`src/hw/wwdpe_pkg.sv`:
```
package wwdpe_pkg;

    // ========================================
    // Oscillator and timing
    // ========================================
    localparam int unsigned CLK_PERIOD_NS      = 50;
    // RC oscillator tick period, set by the external resistor
    localparam int unsigned OSC_PERIOD_NS      = 10000;
    localparam int unsigned OSC_DIV_CYCLES     = (OSC_PERIOD_NS + CLK_PERIOD_NS - 1) / CLK_PERIOD_NS;
    // Power-up delay and watchdog period counted in oscillator ticks
    localparam int unsigned POWERUP_DELAY_TICKS = 100;
    localparam int unsigned WDT_PERIOD_TICKS    = 300;
    localparam int unsigned SLEEP_TICKS         = 900;
    localparam int unsigned GOOD_CLEARS_NEEDED  = 3;
    localparam int unsigned TICK_W              = 16;

    // ========================================
    // Window split and states
    // ========================================
    typedef enum logic [0:0] {
        WWDPE_SPLIT_67_33,
        WWDPE_SPLIT_33_67
    } wwdpe_split_e;

    typedef enum logic [2:0] {
        WWDPE_MONITOR_LOW,
        WWDPE_POWERUP,
        WWDPE_CLOSED,
        WWDPE_OPEN,
        WWDPE_SLEEP
    } wwdpe_state_e;

endpackage

```
`src/hw/wwdpe_tick_gen.sv`:
```
`timescale 1ns/1ps

// ========================================
// Oscillator time base
// ========================================
module wwdpe_tick_gen #(
    parameter int unsigned DIV = wwdpe_pkg::OSC_DIV_CYCLES
) (
    input  wire logic core_clk,
    input  wire logic rst,
    output logic      tick
);
    logic [15:0] divCount;
    wire         wrapNow = (divCount == 16'(DIV - 1));

    always_ff @(posedge core_clk or posedge rst)
    begin
        if (rst)
        begin
            divCount <= 16'h0000;
            tick     <= 1'b0;
        end
        else
        begin
            divCount <= wrapNow ? 16'h0000 : divCount + 16'h0001;
            tick     <= wrapNow;
        end
    end
endmodule

```
`src/hw/wwdpe_watchdog.sv`:
```
`timescale 1ns/1ps

module wwdpe_watchdog #(
    parameter int unsigned  OSC_DIV      = wwdpe_pkg::OSC_DIV_CYCLES,
    parameter int unsigned  POWERUP_TICKS = wwdpe_pkg::POWERUP_DELAY_TICKS,
    parameter int unsigned  PERIOD_TICKS = wwdpe_pkg::WDT_PERIOD_TICKS,
    parameter int unsigned  SLEEP_LIMIT  = wwdpe_pkg::SLEEP_TICKS,
    parameter bit           SPLIT_33_67  = 1'b0,
    parameter bit           HAS_SLEEP    = 1'b0
) (
    input  wire logic core_clk,
    input  wire logic rst,
    input  wire logic monitor_in,
    input  wire logic wdt_clear_in,
    output logic      sysRstOut,
    output logic      sysRstOe,
    output logic      enable_n,
    output logic      sleepActive
);
    localparam int unsigned CLOSED_TICKS = SPLIT_33_67 ? PERIOD_TICKS / 3
                                                       : (PERIOD_TICKS * 2) / 3;
    // Open part is whatever the closed part leaves of the period
    localparam int unsigned OPEN_TICKS   = PERIOD_TICKS - CLOSED_TICKS;

    // ========================================
    // Time base and clear edge
    // ========================================
    logic tick;

    wwdpe_tick_gen #(
        .DIV (OSC_DIV)
    ) u_tick (
        .core_clk (core_clk),
        .rst      (rst),
        .tick     (tick)
    );

    logic clearMeta;
    logic clearSync;
    logic clearLast;
    logic monMeta;
    logic monSync;
    wire  clearEdge = clearSync & ~clearLast;

    always_ff @(posedge core_clk or posedge rst)
    begin
        if (rst)
        begin
            clearMeta <= 1'b0;
            clearSync <= 1'b0;
            clearLast <= 1'b0;
            monMeta   <= 1'b0;
            monSync   <= 1'b0;
        end
        else
        begin
            clearMeta <= wdt_clear_in;
            clearSync <= clearMeta;
            clearLast <= clearSync;
            monMeta   <= monitor_in;
            monSync   <= monMeta;
        end
    end

    // ========================================
    // Sequencer
    // ========================================
    wwdpe_pkg::wwdpe_state_e state;
    wwdpe_pkg::wwdpe_state_e next_state;
    logic [wwdpe_pkg::TICK_W-1:0] ticks;
    logic [wwdpe_pkg::TICK_W-1:0] idleTicks;
    logic [1:0]                   goodCount;
    logic                         enabled;

    wire powerupDone = tick && (ticks == wwdpe_pkg::TICK_W'(POWERUP_TICKS - 1));
    wire closedDone  = tick && (ticks == wwdpe_pkg::TICK_W'(CLOSED_TICKS - 1));
    // Ticks restart on entering the open part, so late means the open part ran out
    wire openLate    = tick && (ticks == wwdpe_pkg::TICK_W'(OPEN_TICKS - 1));
    wire earlyClear  = (state == wwdpe_pkg::WWDPE_CLOSED) && clearEdge;
    wire goodClear   = (state == wwdpe_pkg::WWDPE_OPEN) && clearEdge;
    wire sleepHit    = HAS_SLEEP && tick
                       && (idleTicks == wwdpe_pkg::TICK_W'(SLEEP_LIMIT - 1));
    wire wdtFault    = earlyClear || (state == wwdpe_pkg::WWDPE_OPEN && openLate && !clearEdge);

    always_comb
    begin
        next_state = state;
        case (state)
            wwdpe_pkg::WWDPE_MONITOR_LOW: if (monSync) next_state = wwdpe_pkg::WWDPE_POWERUP;
            wwdpe_pkg::WWDPE_POWERUP:     if (powerupDone) next_state = wwdpe_pkg::WWDPE_CLOSED;
            wwdpe_pkg::WWDPE_CLOSED:
                if (earlyClear) next_state = wwdpe_pkg::WWDPE_POWERUP;
                else if (sleepHit) next_state = wwdpe_pkg::WWDPE_SLEEP;
                else if (closedDone) next_state = wwdpe_pkg::WWDPE_OPEN;
            wwdpe_pkg::WWDPE_OPEN:
                if (goodClear) next_state = wwdpe_pkg::WWDPE_CLOSED;
                else if (sleepHit) next_state = wwdpe_pkg::WWDPE_SLEEP;
                else if (openLate) next_state = wwdpe_pkg::WWDPE_POWERUP;
            wwdpe_pkg::WWDPE_SLEEP:       if (clearEdge) next_state = wwdpe_pkg::WWDPE_POWERUP;
            default:                      next_state = wwdpe_pkg::WWDPE_MONITOR_LOW;
        endcase
        if (!monSync)
            next_state = wwdpe_pkg::WWDPE_MONITOR_LOW;
    end

    wire restartTicks = (next_state != state) || goodClear;

    always_ff @(posedge core_clk or posedge rst)
    begin
        if (rst)
        begin
            state     <= wwdpe_pkg::WWDPE_MONITOR_LOW;
            ticks     <= '0;
            idleTicks <= '0;
            goodCount <= 2'h0;
            enabled   <= 1'b0;
        end
        else
        begin
            state <= next_state;
            if (restartTicks)
                ticks <= '0;
            else if (tick)
                ticks <= ticks + 1'b1;
            // Idle count runs across watchdog resets so a halted host still reaches sleep
            if (clearEdge || !monSync)
                idleTicks <= '0;
            else if (tick && !sleepHit)
                idleTicks <= idleTicks + 1'b1;
            // Sleep may win over a late fault, so it drops the good count as well
            if (next_state == wwdpe_pkg::WWDPE_POWERUP || next_state == wwdpe_pkg::WWDPE_SLEEP
                || !monSync)
            begin
                goodCount <= 2'h0;
                enabled   <= 1'b0;
            end
            else if (goodClear && !enabled)
            begin
                goodCount <= goodCount + 2'h1;
                if (goodCount == 2'(wwdpe_pkg::GOOD_CLEARS_NEEDED - 1))
                    enabled <= 1'b1;
            end
        end
    end

    // ========================================
    // Outputs
    // ========================================
    // Reset pin is open drain: data low, enable high while holding reset
    wire holdReset = (state == wwdpe_pkg::WWDPE_MONITOR_LOW)
                     || (state == wwdpe_pkg::WWDPE_POWERUP);

    always_ff @(posedge core_clk or posedge rst)
    begin
        if (rst)
        begin
            sysRstOe    <= 1'b1;
            enable_n    <= 1'b1;
            sleepActive <= 1'b0;
        end
        else
        begin
            sysRstOe    <= holdReset;
            enable_n    <= ~enabled;
            sleepActive <= (state == wwdpe_pkg::WWDPE_SLEEP);
        end
    end
    assign sysRstOut = 1'b0;

    // ========================================
    // Checks
    // ========================================
    AST_LOW_HOLDS_RESET: assert property (@(posedge core_clk) disable iff (rst)
        !monSync |-> ##2 sysRstOe)
        else $error("reset not held with monitor low");
    AST_EARLY_CLEAR: assert property (@(posedge core_clk) disable iff (rst)
        earlyClear && monSync |=> state == wwdpe_pkg::WWDPE_POWERUP ##1 sysRstOe)
        else $error("early clear did not reset");
    AST_LATE_CLEAR: assert property (@(posedge core_clk) disable iff (rst)
        state == wwdpe_pkg::WWDPE_OPEN && openLate && !clearEdge && monSync
        |=> state == wwdpe_pkg::WWDPE_POWERUP)
        else $error("late clear did not reset");
    AST_POWERUP_EXIT: assert property (@(posedge core_clk) disable iff (rst)
        state == wwdpe_pkg::WWDPE_POWERUP && monSync && powerupDone
        |=> state == wwdpe_pkg::WWDPE_CLOSED)
        else $error("power-up delay exit wrong");
    AST_WINDOW_SPLIT: assert property (@(posedge core_clk) disable iff (rst)
        $rose(state == wwdpe_pkg::WWDPE_OPEN) |-> $past(ticks) == (CLOSED_TICKS - 1))
        else $error("open window started at wrong time");
    AST_ENABLE_COUNT: assert property (@(posedge core_clk) disable iff (rst)
        $rose(enabled) |-> $past(goodCount) == 2'(wwdpe_pkg::GOOD_CLEARS_NEEDED - 1))
        else $error("enable without three good clears");
    AST_ENABLE_PIN: assert property (@(posedge core_clk) disable iff (rst)
        enabled |=> !enable_n)
        else $error("enable pin not low");
    AST_FAULT_CLEARS_ENABLE: assert property (@(posedge core_clk) disable iff (rst)
        wdtFault |=> !enabled && goodCount == 2'h0)
        else $error("fault did not clear enable");
    AST_ONE_EDGE: assert property (@(posedge core_clk) disable iff (rst)
        clearEdge |=> !clearEdge)
        else $error("clear counted twice");
    AST_SLEEP_ONLY_VARIANT: assert property (@(posedge core_clk) disable iff (rst)
        !HAS_SLEEP |-> state != wwdpe_pkg::WWDPE_SLEEP)
        else $error("sleep on non-sleep variant");

    COV_GOOD_CLEAR: cover property (@(posedge core_clk) disable iff (rst) goodClear);
    COV_ENABLED:    cover property (@(posedge core_clk) disable iff (rst) $fell(enable_n));
    COV_EARLY:      cover property (@(posedge core_clk) disable iff (rst) earlyClear);
    COV_SLEEP:      cover property (@(posedge core_clk) disable iff (rst) sleepActive);
endmodule

```
`config.mk`:
```
export PLATFORM = sky130hd
export DESIGN_NAME = wwdpe_watchdog
export DESIGN_NICKNAME = d
export VERILOG_FILES = /design/src/hw/wwdpe_pkg.sv /design/src/hw/wwdpe_tick_gen.sv /design/src/hw/wwdpe_watchdog.sv
export SDC_FILE = /design/constraint.sdc
export NUM_CORES = 1
export LEC_CHECK = 0
export ABC_AREA = 0
export BUFFER_PORTS_ARGS = -buffer_cell sky130_fd_sc_hd__buf_2
export CORE_UTILIZATION = 57
export CTS_BUF_LIST = sky130_fd_sc_hd__clkbuf_8
export CTS_CLUSTER_DIAMETER = 40
export DETAILED_ROUTE_END_ITERATION = 10
export GPL_ROUTABILITY_DRIVEN = 0
export PLACE_DENSITY = 0.81
export SYNTH_ARGS = -nofsm -noshare
export SYNTH_HDL_FRONTEND = slang
export SYNTH_SLANG_ARGS = --single-unit
```
`constraint.sdc`:
```
create_clock -name core_clk -period 2.02 [get_ports core_clk]
set_input_delay 0.404 -clock core_clk [delete_from_list [all_inputs] [get_ports core_clk]]
set_output_delay 0.404 -clock core_clk [all_outputs]
set_load 0.005 [all_outputs]
```
Word level (Yosys, flattened, before mapping)

Cells that the tools add are included.

Flip-flop bits (word level): 47
Bits in latches: 0
Memory bits (writable): 0
Bits in read-only memories: 0
Input port bits: 4
Memories: 0

Add/sub/neg operators: 3
Multiply operators: 0
Div/mod/pow operators: 0
Order comparisons: 0
Equal/unequal tests: 11
Shift-type cells: 0
Mux-type cells: 16
Bitwise logic cells: 3
Reductions and logical operators: 16

Operators with widths:

| cell                                                             | number |
|---|---|
| 16-bit 2-to-1 mux                                                | 3 |
| 16-bit by 1-bit adder with 16-bit output, second input constant  | 2 |
| 16-bit by 8-bit == test with 1-bit output, second input constant | 2 |
| 3-bit 2-to-1 mux                                                 | 7 |
| 16-bit by 7-bit == test with 1-bit output, second input constant | 1 |
| 3-bit case mux with 5 select lines                               | 1 |
| 3-bit by 1-bit == test with 1-bit output, second input constant  | 2 |
| 3-bit by 2-bit == test with 1-bit output, second input constant  | 2 |
| 3-bit == test, second input constant                             | 2 |
| 2-bit nonzero test                                               | 3 |
| 1-bit logical AND                                                | 5 |
| 1-bit logical OR                                                 | 4 |
| 2-bit 2-to-1 mux                                                 | 2 |
| 3-bit zero test                                                  | 1 |
| 1-bit 2-to-1 mux                                                 | 3 |
| 3-bit != test                                                    | 1 |
| 2-bit by 1-bit adder with 2-bit output, second input constant    | 1 |
| 2-bit == test, second input constant                             | 1 |
| 1-bit zero test                                                  | 2 |
| 1-bit inverter                                                   | 2 |
| 2-bit AND reduction                                              | 1 |
| 1-bit AND                                                        | 1 |

Logic depth before layout (Yosys ltp)

Gate-level depths: netlist (run 1).

Word-level depth: 11
Mapped depth: 7

Modules after synthesis

From an unflattened synthesis (run 1), not the netlist that was laid out.

Cells, all modules: 217
Area total of the unflattened synthesis: 2,372.3 µm²

Modules (own cells, without submodules):

| module         | times used | cells each | area an instance (µm²) |
|---|---|---|---|
| wwdpe_watchdog | 1          | 146        | 1,564.0 |
| wwdpe_tick_gen | 1          | 71         | 808.3 |

Least setup slack after synthesis (run 1)

No wires, ideal clock.

Kind: register to register
From: register ticks[0] (netlist bit)
To: register ticks[4] (netlist bit)
Library setup time: 0.119 ns
Arrival: 2.055 ns
Setup slack: -0.155 ns
Cell stages (with the launch flop): 7
Clock period less this slack: 2.175 ns
Path through: dfrtp_1 ha_1 or4bb_1 or4_4 a31oi_4 buf_6 nor2_1

Cells in the longest elaborated chain, start to end: 9

RTL lines:

| what                                                                                                          | line                                                             | source |
|---|---|---|
| from (decl)                                                                                                   | wwdpe_watchdog.sv:70                                             | `logic [wwdpe_pkg::TICK_W-1:0] ticks;` |
| from (signal assigned)                                                                                        | wwdpe_watchdog.sv:124                                            | `ticks <= ticks + 1'b1;` |
| 16-bit by 7-bit == test with 1-bit output / 16-bit by 8-bit == test with 1-bit output (equally long branches) | wwdpe_watchdog.sv:75, wwdpe_watchdog.sv:78, wwdpe_watchdog.sv:76 |  |
| 1-bit logical AND, on equally long branches                                                                   | wwdpe_watchdog.sv:75, wwdpe_watchdog.sv:78, wwdpe_watchdog.sv:76 |  |
| 3-bit 2-to-1 mux, on equally long branches                                                                    | wwdpe_watchdog.sv:98, wwdpe_watchdog.sv:94                       |  |
| 3-bit 2-to-1 mux, on equally long branches                                                                    | wwdpe_watchdog.sv:96, wwdpe_watchdog.sv:92                       |  |
| 3-bit case mux with 5 select lines                                                                            | wwdpe_watchdog.sv:88                                             | `case (state)` |
| 3-bit 2-to-1 mux                                                                                              | wwdpe_watchdog.sv:102                                            | `if (!monSync)` |
| 3-bit != test                                                                                                 | wwdpe_watchdog.sv:106                                            | `wire restartTicks = (next_state != state) \|\| goodClear;` |
| 1-bit logical OR                                                                                              | wwdpe_watchdog.sv:106                                            |  |
| 16-bit 2-to-1 mux / 2-bit nonzero test (equally long branches)                                                | -                                                                |  |

Parallel ways exist; a longest one is shown, timed or not. The select of a mux whose other input is x is not followed.
A chain may end at the register's enable or synchronous reset.

Worst setup path after layout (run 1)

From: register ticks[1] (netlist bit)
To: register ticks[2] (netlist bit)

Same word-level chain as after synthesis.

==> impl_metrics.csv, run 1 <==
group,metric,value,unit
yosys,syn_inst,220,
timing,fin_crit,2.14,ns
outcome,failed_checks,"setup timing",
placement,place_area,2470,um2
yosys,synth_compound_area_share,4.30,%
finish,fin_nets,261,
timing,fin_crit_sh,106,%
clock_network,clock-sinks,47,
detailed_routing,wire_per_inst,14.7,um
clock_network,ctsHoldBuffers,0,
clock_network,h-tree-depth,2,
timing,setup_ws,-0.118,ns
timing,setup_viol,19,
detailed_routing,drtIter0Drc,165,
clock_network,clk_pin_slew_worst_paths,0.08,ns
yosys,syn_nets,227,
setup_path,crit_path_max_fanout,16,
clock_network,cts_buffer_depth,2,
detailed_routing,ant_nets,0,
setup_path,path_buf_inv,1,
setup_path,cp.required,2.20,ns
power_and_ir_drop,peakVddDrop,0.558,mV
global_route,antenna_found_initial,0,
floorplan,start_util,60.3,%
timing,grt_setup_unrepaired,"true",
power_and_ir_drop,power_switching,369,uW
yosys,synth_adder_area_share,1.67,%
outcome,status,"finished, violations left",
setup_path,path_delay_family,"simple AND/OR/NAND/NOR gates",
timing,finalClockSkew,0.00775,ns
detailed_routing,drt_first_pass_iters,4,
global_route,grt_overflow,0,
finish,drive_gt1_share,20.0,%
power_and_ir_drop,pwr-share-comb,7.7,%
timing,slew_viol_final,0,
power_and_ir_drop,pwr_density_cell,606,nW/um2
detailed_routing,wl,4440,um
power_and_ir_drop,clockPowerShare,32.5,%
global_route,grt_pass1_wl,7760,um
clock_network,cts-buffers-inserted,5,
finish,final_common_cell,"dfrtp_1",
yosys,synth_mux_area_share,1.00,%
setup_path,endpoint_kind,"flip-flop",
finish,multi_input_comb_area,1020,um2
timing,finalSetupTns,-1.99,ns
finish,final_area,2630,um2
finish,fillCellCount,281,
job,maxCapViolations,0,
floorplan,rows,22,
floorplan,die-area,4190,um2
setup_path,startpoint_type,"flip-flop",
power_and_ir_drop,switching_share,23.2,%
placement,dp_hpwl,3140,um
power_and_ir_drop,seq_power_share,59.8,%
timing,fmax,0.468,GHz
floorplan,io_pins,8,
detailed_routing,drc_errors,0,
timing,finalHoldViolCount,0,
setup_path,worstSetupPathType,"reg2reg",
yosys,synth_top_family_by_area,"simple AND/OR/NAND/NOR gates",
global_route,grt_start_max_net_pins,27,
clock_network,cts-root-buf,"clkbuf_8",
power_and_ir_drop,p_int,1.23,mW
detailed_routing,vias,1690,
yosys,synth-seq-area-share,52.6,%
finish,final_cell_mix,"dfrtp_1 (45), nor2_1 (32), buf_4 (25), xor2_1 (21), nand2_1 (16)",
timing,slew_headroom,66.0,%
detailed_routing,routed_via_density,5.58,
yosys,syn_area_per_cell,10.2,um2
worst_hold_path,hold_path.class,"in2async",
power_and_ir_drop,p_leak,1.24,nW
setup_path,max_stage_delay,0.57,ns
floorplan,fp.dieH,64.7,um
yosys,syn_area,2240,um2
yosys,synth_xor_area_share,11.7,%
global_route,grtUsageTotal,24.5,%
finish,syn2layout_area_growth,17.5,%
yosys,ys_ff_latch,47,
setup_path,path_cells,"ha_1, or4bb_4, or4_4, a31oi_4, buf_12, nor2_1",
clock_network,worstSkewPairLatency,0.29,ns
finish,diodes,0,
finish,seq_area,1180,um2
yosys,yosysWarnings,0,
floorplan,die_w,64.7,um
setup_path,slowest_stage,"or4_4",
clock_network,tritoncts,"done",
setup_path,worstPathArrival,2.32,ns
timing,tightest_slew,0.509,ns
global_route,grt_pass1_vias,1757,
floorplan,coreArea,3720,um2
placement,port_buffers,6,
yosys,ys_types,36,
yosys,synth-simple-area-share,25.5,%
cell families after synthesis:
family,Yosys count
multiplexers,2
AND/OR/NAND/NOR,109
XOR/XNOR,30
buffers and inverters,15
other,1
AO/OA/AOI/OAI,13
adder cells (fa/ha/maj),3
flip-flops,47
synth_stat cells (all sizes together):
| cell | number | area, um2 |
|---|---|---|
| dfrtp | 45 | 1130 |
| nor2 | 32 | 120 |
| xor2 | 21 | 184 |
| nand2 | 16 | 60.1 |
| nand3 | 12 | 60.1 |
| inv | 9 | 33.8 |
| nor3 | 9 | 45.0 |
| xnor2 | 9 | 78.8 |
| nand4 | 8 | 50.1 |
| and3 | 7 | 43.8 |
| nor4 | 7 | 50.1 |
| nor2b | 5 | 31.3 |
| or4 | 5 | 45.0 |
| a21oi | 4 | 20.0 |
| buf | 3 | 23.8 |
| clkbuf | 3 | 11.3 |
| ha | 3 | 37.5 |
| o21ai | 3 | 15.0 |
| a211oi | 2 | 15.0 |
| dfstp | 2 | 52.6 |
| mux2 | 2 | 22.5 |
| nand3b | 2 | 15.0 |
| or4bb | 2 | 22.5 |
| a221oi | 1 | 8.76 |
| a31oi | 1 | 21.3 |
| and2 | 1 | 6.26 |
| conb | 1 | 3.75 |
| nand2b | 1 | 6.26 |
| nor4bb | 1 | 10.0 |
| o2bb2ai | 1 | 8.76 |
| o31ai | 1 | 7.51 |
| or3 | 1 | 6.26 |
worst register-to-register path, stage by stage, from the launching register on:
cell and delay (ns):
dfrtp_1 0.37, ha_1 0.16, or4bb_4 0.53, or4_4 0.57
a31oi_4 0.18, buf_12 0.17, nor2_1 0.06
path summary, 6_finish.rpt:
kind | start | depth (start not counted) | slack [ns] | to
min reg2reg | clearMeta | 0 | 0.36 | clearSync
min in group core_clk | monitor_in | 1 | 0.21 | monMeta
max reg2reg | ticks[1] | 6 | -0.12 | ticks[2]
max in group asynchronous | rst | 3 | 1.25 | sysRstOe
max | ticks[1] | 6 | -0.12 | ticks[2]
min | rst | 2 | 0.13 | u_tick.divCount[4]
power by group through the flow:
stage	Clock [mW]	Sequential [mW]	Combinational (mW)
2_1_floorplan	0	0.970	0.0815
3_3_place_gp	0	0.971	0.114
3_5_place_dp	0	0.972	0.119
4_1_cts	0.529	0.954	0.123
5_1_grt	0.572	0.955	0.136
6_report	0.518	0.954	0.124
timing repair:
| item | CTS | global route |
|---|---|---|
| resized for setup | 4 | 1 |
| pin swaps | 3 | 1 |
| setup buffers | 2 | 3 |
| endpoints found under the setup margin | 19 | 21 |
per-layer routing:
metal / track usage (%) / up-vias / share of wire [%]
li1: - / 829 / -
met1: 30.5 / 815 / 44
met2: 40.9 / 39 / 51
met3: 7.04 / 7 / 4.0
met4: 8.06 / 0 / 1.5
met5: 0 / - / 0
sequential cells by signal (all words and copies together) (netlist names):
| signal | cells |
|---|---|
| clearSync | 1 |
| sleepActive | 1 |
| sysRstOe | 1 |
| u_tick.divCount | 16 |
| state | 3 |
| u_tick.tick | 1 |
| ticks | 16 |
| goodCount | 2 |
| clearLast | 1 |
| enable_n | 1 |
| monMeta | 1 |
| monSync | 1 |
| enabled | 1 |
| clearMeta | 1 |
area by class of cell:
type,count,share of cell area (%)
Multi-Input combinational cell,158,38.8
Clock buffer,5,2.61
Sequential cell,47,44.8
Tap cell,48,2.28
Timing Repair Buffer,33,9.79
Inverter,9,1.28
Clock inverter,3,0.475
per-stage QoR:
stage	util (%)	worst slack, ns	total power, mW	cells	hold WS, ns
final	70.9	-0.118	1.60	303	0.128
after global routing	70.9	-0.176	1.66	303	0.176
after CTS	70.2	-0.123	1.61	300	0.146
after detailed placement	66.6	-0.121	1.09	290	0.353
after global placement	66.6	-0.0582	1.09	290	0.335
after floorplan	-	-0.155	1.05	220	0.331
(Power assumes the default switching activity.)
==> run 2, diff against run 1 <==
--- a/config.mk
+++ b/config.mk
@@ -6,10 +6,11 @@
 export NUM_CORES = 1
 export LEC_CHECK = 0
 export ABC_AREA = 0
-export BUFFER_PORTS_ARGS = -buffer_cell sky130_fd_sc_hd__buf_2
+export BUFFER_PORTS_ARGS = -buffer_cell sky130_fd_sc_hd__buf_4
 export CORE_UTILIZATION = 57
 export CTS_BUF_LIST = sky130_fd_sc_hd__clkbuf_8
 export CTS_CLUSTER_DIAMETER = 40
+export CTS_CLUSTER_SIZE = 40
 export DETAILED_ROUTE_END_ITERATION = 10
 export GPL_ROUTABILITY_DRIVEN = 0
 export PLACE_DENSITY = 0.81
==> run 2 against run 1 <==
  * The flow still finishes with violations (setup timing)
  * Fmax shrank 1.4%
  * Die area unchanged
  * Flip-flop and latch count did not move
  * Non-clock buffer count is 3 lower
  * Clock power increased by 25%
  * Critical endpoint is now ticks[7]
==> impl_metrics.csv, run 2 (synthesized netlist as in run 1, its figures left out) <==
group,metric,value,unit
outcome,status,"finished, violations left",
outcome,failed_checks,"setup timing",
clock_network,clk_pin_slew_worst_paths,0.09,ns
placement,port_buffers,6,
placement,dp_hpwl,2800,um
power_and_ir_drop,p_leak,1.24,nW
finish,top_regs,"ticks (16), u_tick.divCount (16), state (3)",
setup_path,cp.required,2.20,ns
timing,grt_setup_unrepaired,"true",
detailed_routing,routed_via_density,5.62,
timing,finalHoldViolCount,0,
setup_path,r2r-start,"ticks[0]",
timing,finalClockSkew,0.0140,ns
power_and_ir_drop,p_int,1.36,mW
floorplan,rows,22,
worst_hold_path,holdCritStartpoint,"monitor_in",
timing,finalSetupTns,-2.65,ns
finish,fin_util,71.8,%
clock_network,cts_buffer_depth,2,
setup_path,worstPathArrival,2.35,ns
timing,fmax,0.461,GHz
setup_path,critPathLaunch,"ticks[0]",
setup_path,max_stage_delay,0.56,ns
finish,diodes,0,
power_and_ir_drop,seq_power_share,55.1,%
placement,place_area,2480,um2
timing,setup_ws,-0.149,ns
power_and_ir_drop,switching_share,21.7,%
detailed_routing,drt_first_pass_iters,4,
timing,holdWs,0.204,ns
timing,tightest_slew,0.554,ns
global_route,grt_start_max_net_pins,48,
finish,drive_gt1_share,20.6,%
floorplan,start_util,60.3,%
power_and_ir_drop,peakVddDrop,0.543,mV
clock_network,ctsHoldBuffers,0,
detailed_routing,vias,1687,
finish,final_cell_mix,"dfrtp_1 (45), nor2_1 (32), buf_4 (27), xor2_1 (21), nand2_1 (16)",
finish,fin_nets,258,
finish,final_area,2670,um2
global_route,grt_use_met1,28.4,%
detailed_routing,drtIter0Drc,158,
timing,setup_viol,20,
setup_path,worstSetupPathType,"reg2reg",
timing,slew_headroom,63.1,%
setup_path,slowest_stage,"or4_4",
floorplan,die_w,64.7,um
floorplan,die-area,4190,um2
clock_network,cts-buffers-inserted,5,
global_route,top_usage_layer,"met2",
clock_network,clock-sinks,47,
detailed_routing,wire_per_inst,14.3,um
worst_hold_path,hold_path.class,"in2reg",
timing,fin_crit_sh,107,%
clock_network,h-tree-depth,2,
global_route,grtUsageTotal,22.6,%
global_route,antenna_found_initial,0,
clock_network,worstSkewPairLatency,0.30,ns
setup_path,endpoint_kind,"flip-flop",
global_route,grt_pass1_wl,7160,um
floorplan,fp.dieH,64.7,um
timing,slew_viol_final,0,
timing,fin_crit,2.17,ns
setup_path,crit_path_max_fanout,16,
clock_network,cts-root-buf,"clkbuf_8",
power_and_ir_drop,pwr_density_cell,649,nW/um2
finish,final_common_cell,"dfrtp_1",
setup_path,startpoint_type,"flip-flop",
power_and_ir_drop,clockPowerShare,37.4,%
global_route,grt_overflow,0,
power_and_ir_drop,pwr-share-comb,7.5,%
global_route,grt_use_met3,6.16,%
global_route,grt_pass1_vias,1647,
job,maxCapViolations,0,
clock_network,tritoncts,"done",
finish,syn2layout_area_growth,19.0,%
floorplan,io_pins,8,
detailed_routing,drc_errors,0,
setup_path,path_cells,"ha_2, or4bb_4, or4_4, a31oi_4, buf_12, nor2_1",
detailed_routing,wl,4280,um
floorplan,coreArea,3720,um2
detailed_routing,ant_nets,0,
power_and_ir_drop,power_switching,377,uW
global_route,grt_use_met2,36.8,%
-- run 2: changes by cell type in the layout (fill, tap and decap cells not counted), moves of 2 or more --
cell,previous run,this run
buf_2,6,0
buf_4,25,27
buf_6,0,2
nor4_1,6,4
nor4_2,0,2
-- run 2: final timing paths --
check	slack, ns	end	depth (start not counted)
max	-0.15	ticks[7]	6
min	0.20	monMeta	1
max reg2reg	-0.15	ticks[7]	6
min reg2reg	0.35	monSync	0
max in group asynchronous	1.40	ticks[5]	3
min in group asynchronous	0.24	enabled	3
-- run 2: through the flow --
stage	cells	total power, mW	setup slack, ns
2_1_floorplan	220	1.05	-0.155
3_3_place_gp	289	1.09	-0.0603
3_5_place_dp	289	1.09	-0.111
4_1_cts	299	1.75	-0.116
5_1_grt	300	1.80	-0.213
6_report	300	1.73	-0.149
-- run 2: what timing repair did --
item | 4_1_cts | 5_1_grt
setup endpoints to repair | 19 | 20
buffers inserted | 2 | 1
hold endpoints to repair | 0 | 0
pin swaps | 5 | 2
resized for setup | 9 | 2
-- run 2: final cells by class --
| class | instances | area [um2] |
|---|---|---|
| multi-input cells | 158 | 1040 |
| fillers | 259 | 1050 |
| clock inverters | 3 | 37.5 |
| inverters | 9 | 33.8 |
| clock buffers | 5 | 68.8 |
| flip-flops and latches | 47 | 1180 |
| well taps | 48 | 60.1 |
| repair buffers | 30 | 245 |
-- run 2: power groups by stage --
| stage | clock network, mW | registers [mW] | logic, mW |
|---|---|---|---|
| after floorplan | 0 | 0.970 | 0.0815 |
| after global placement | 0 | 0.971 | 0.115 |
| after detailed placement | 0 | 0.972 | 0.118 |
| after CTS | 0.667 | 0.954 | 0.125 |
| after global routing | 0.705 | 0.955 | 0.143 |
| final | 0.647 | 0.954 | 0.131 |
-- run 2: worst max-delay path, delay by kind of cell (launching register included) --
family,cells,cell delay [ns]
adder cells (fa/ha/maj),1,0.19
flip-flops,1,0.38
AND/OR/NAND/NOR,3,1.15
buffers and inverters,1,0.16
AO/OA/AOI/OAI,1,0.18
-- run 2: per-layer routing --
| metal | part of all wire (%) | wire [um] | vias up |
|---|---|---|---|
| li1 | - | - | 815 |
| met1 | 44 | 1900 | 812 |
| met2 | 49 | 2110 | 52 |
| met3 | 4.6 | 195 | 8 |
| met4 | 1.8 | 76 | 0 |
| met5 | 0 | 0 | - |
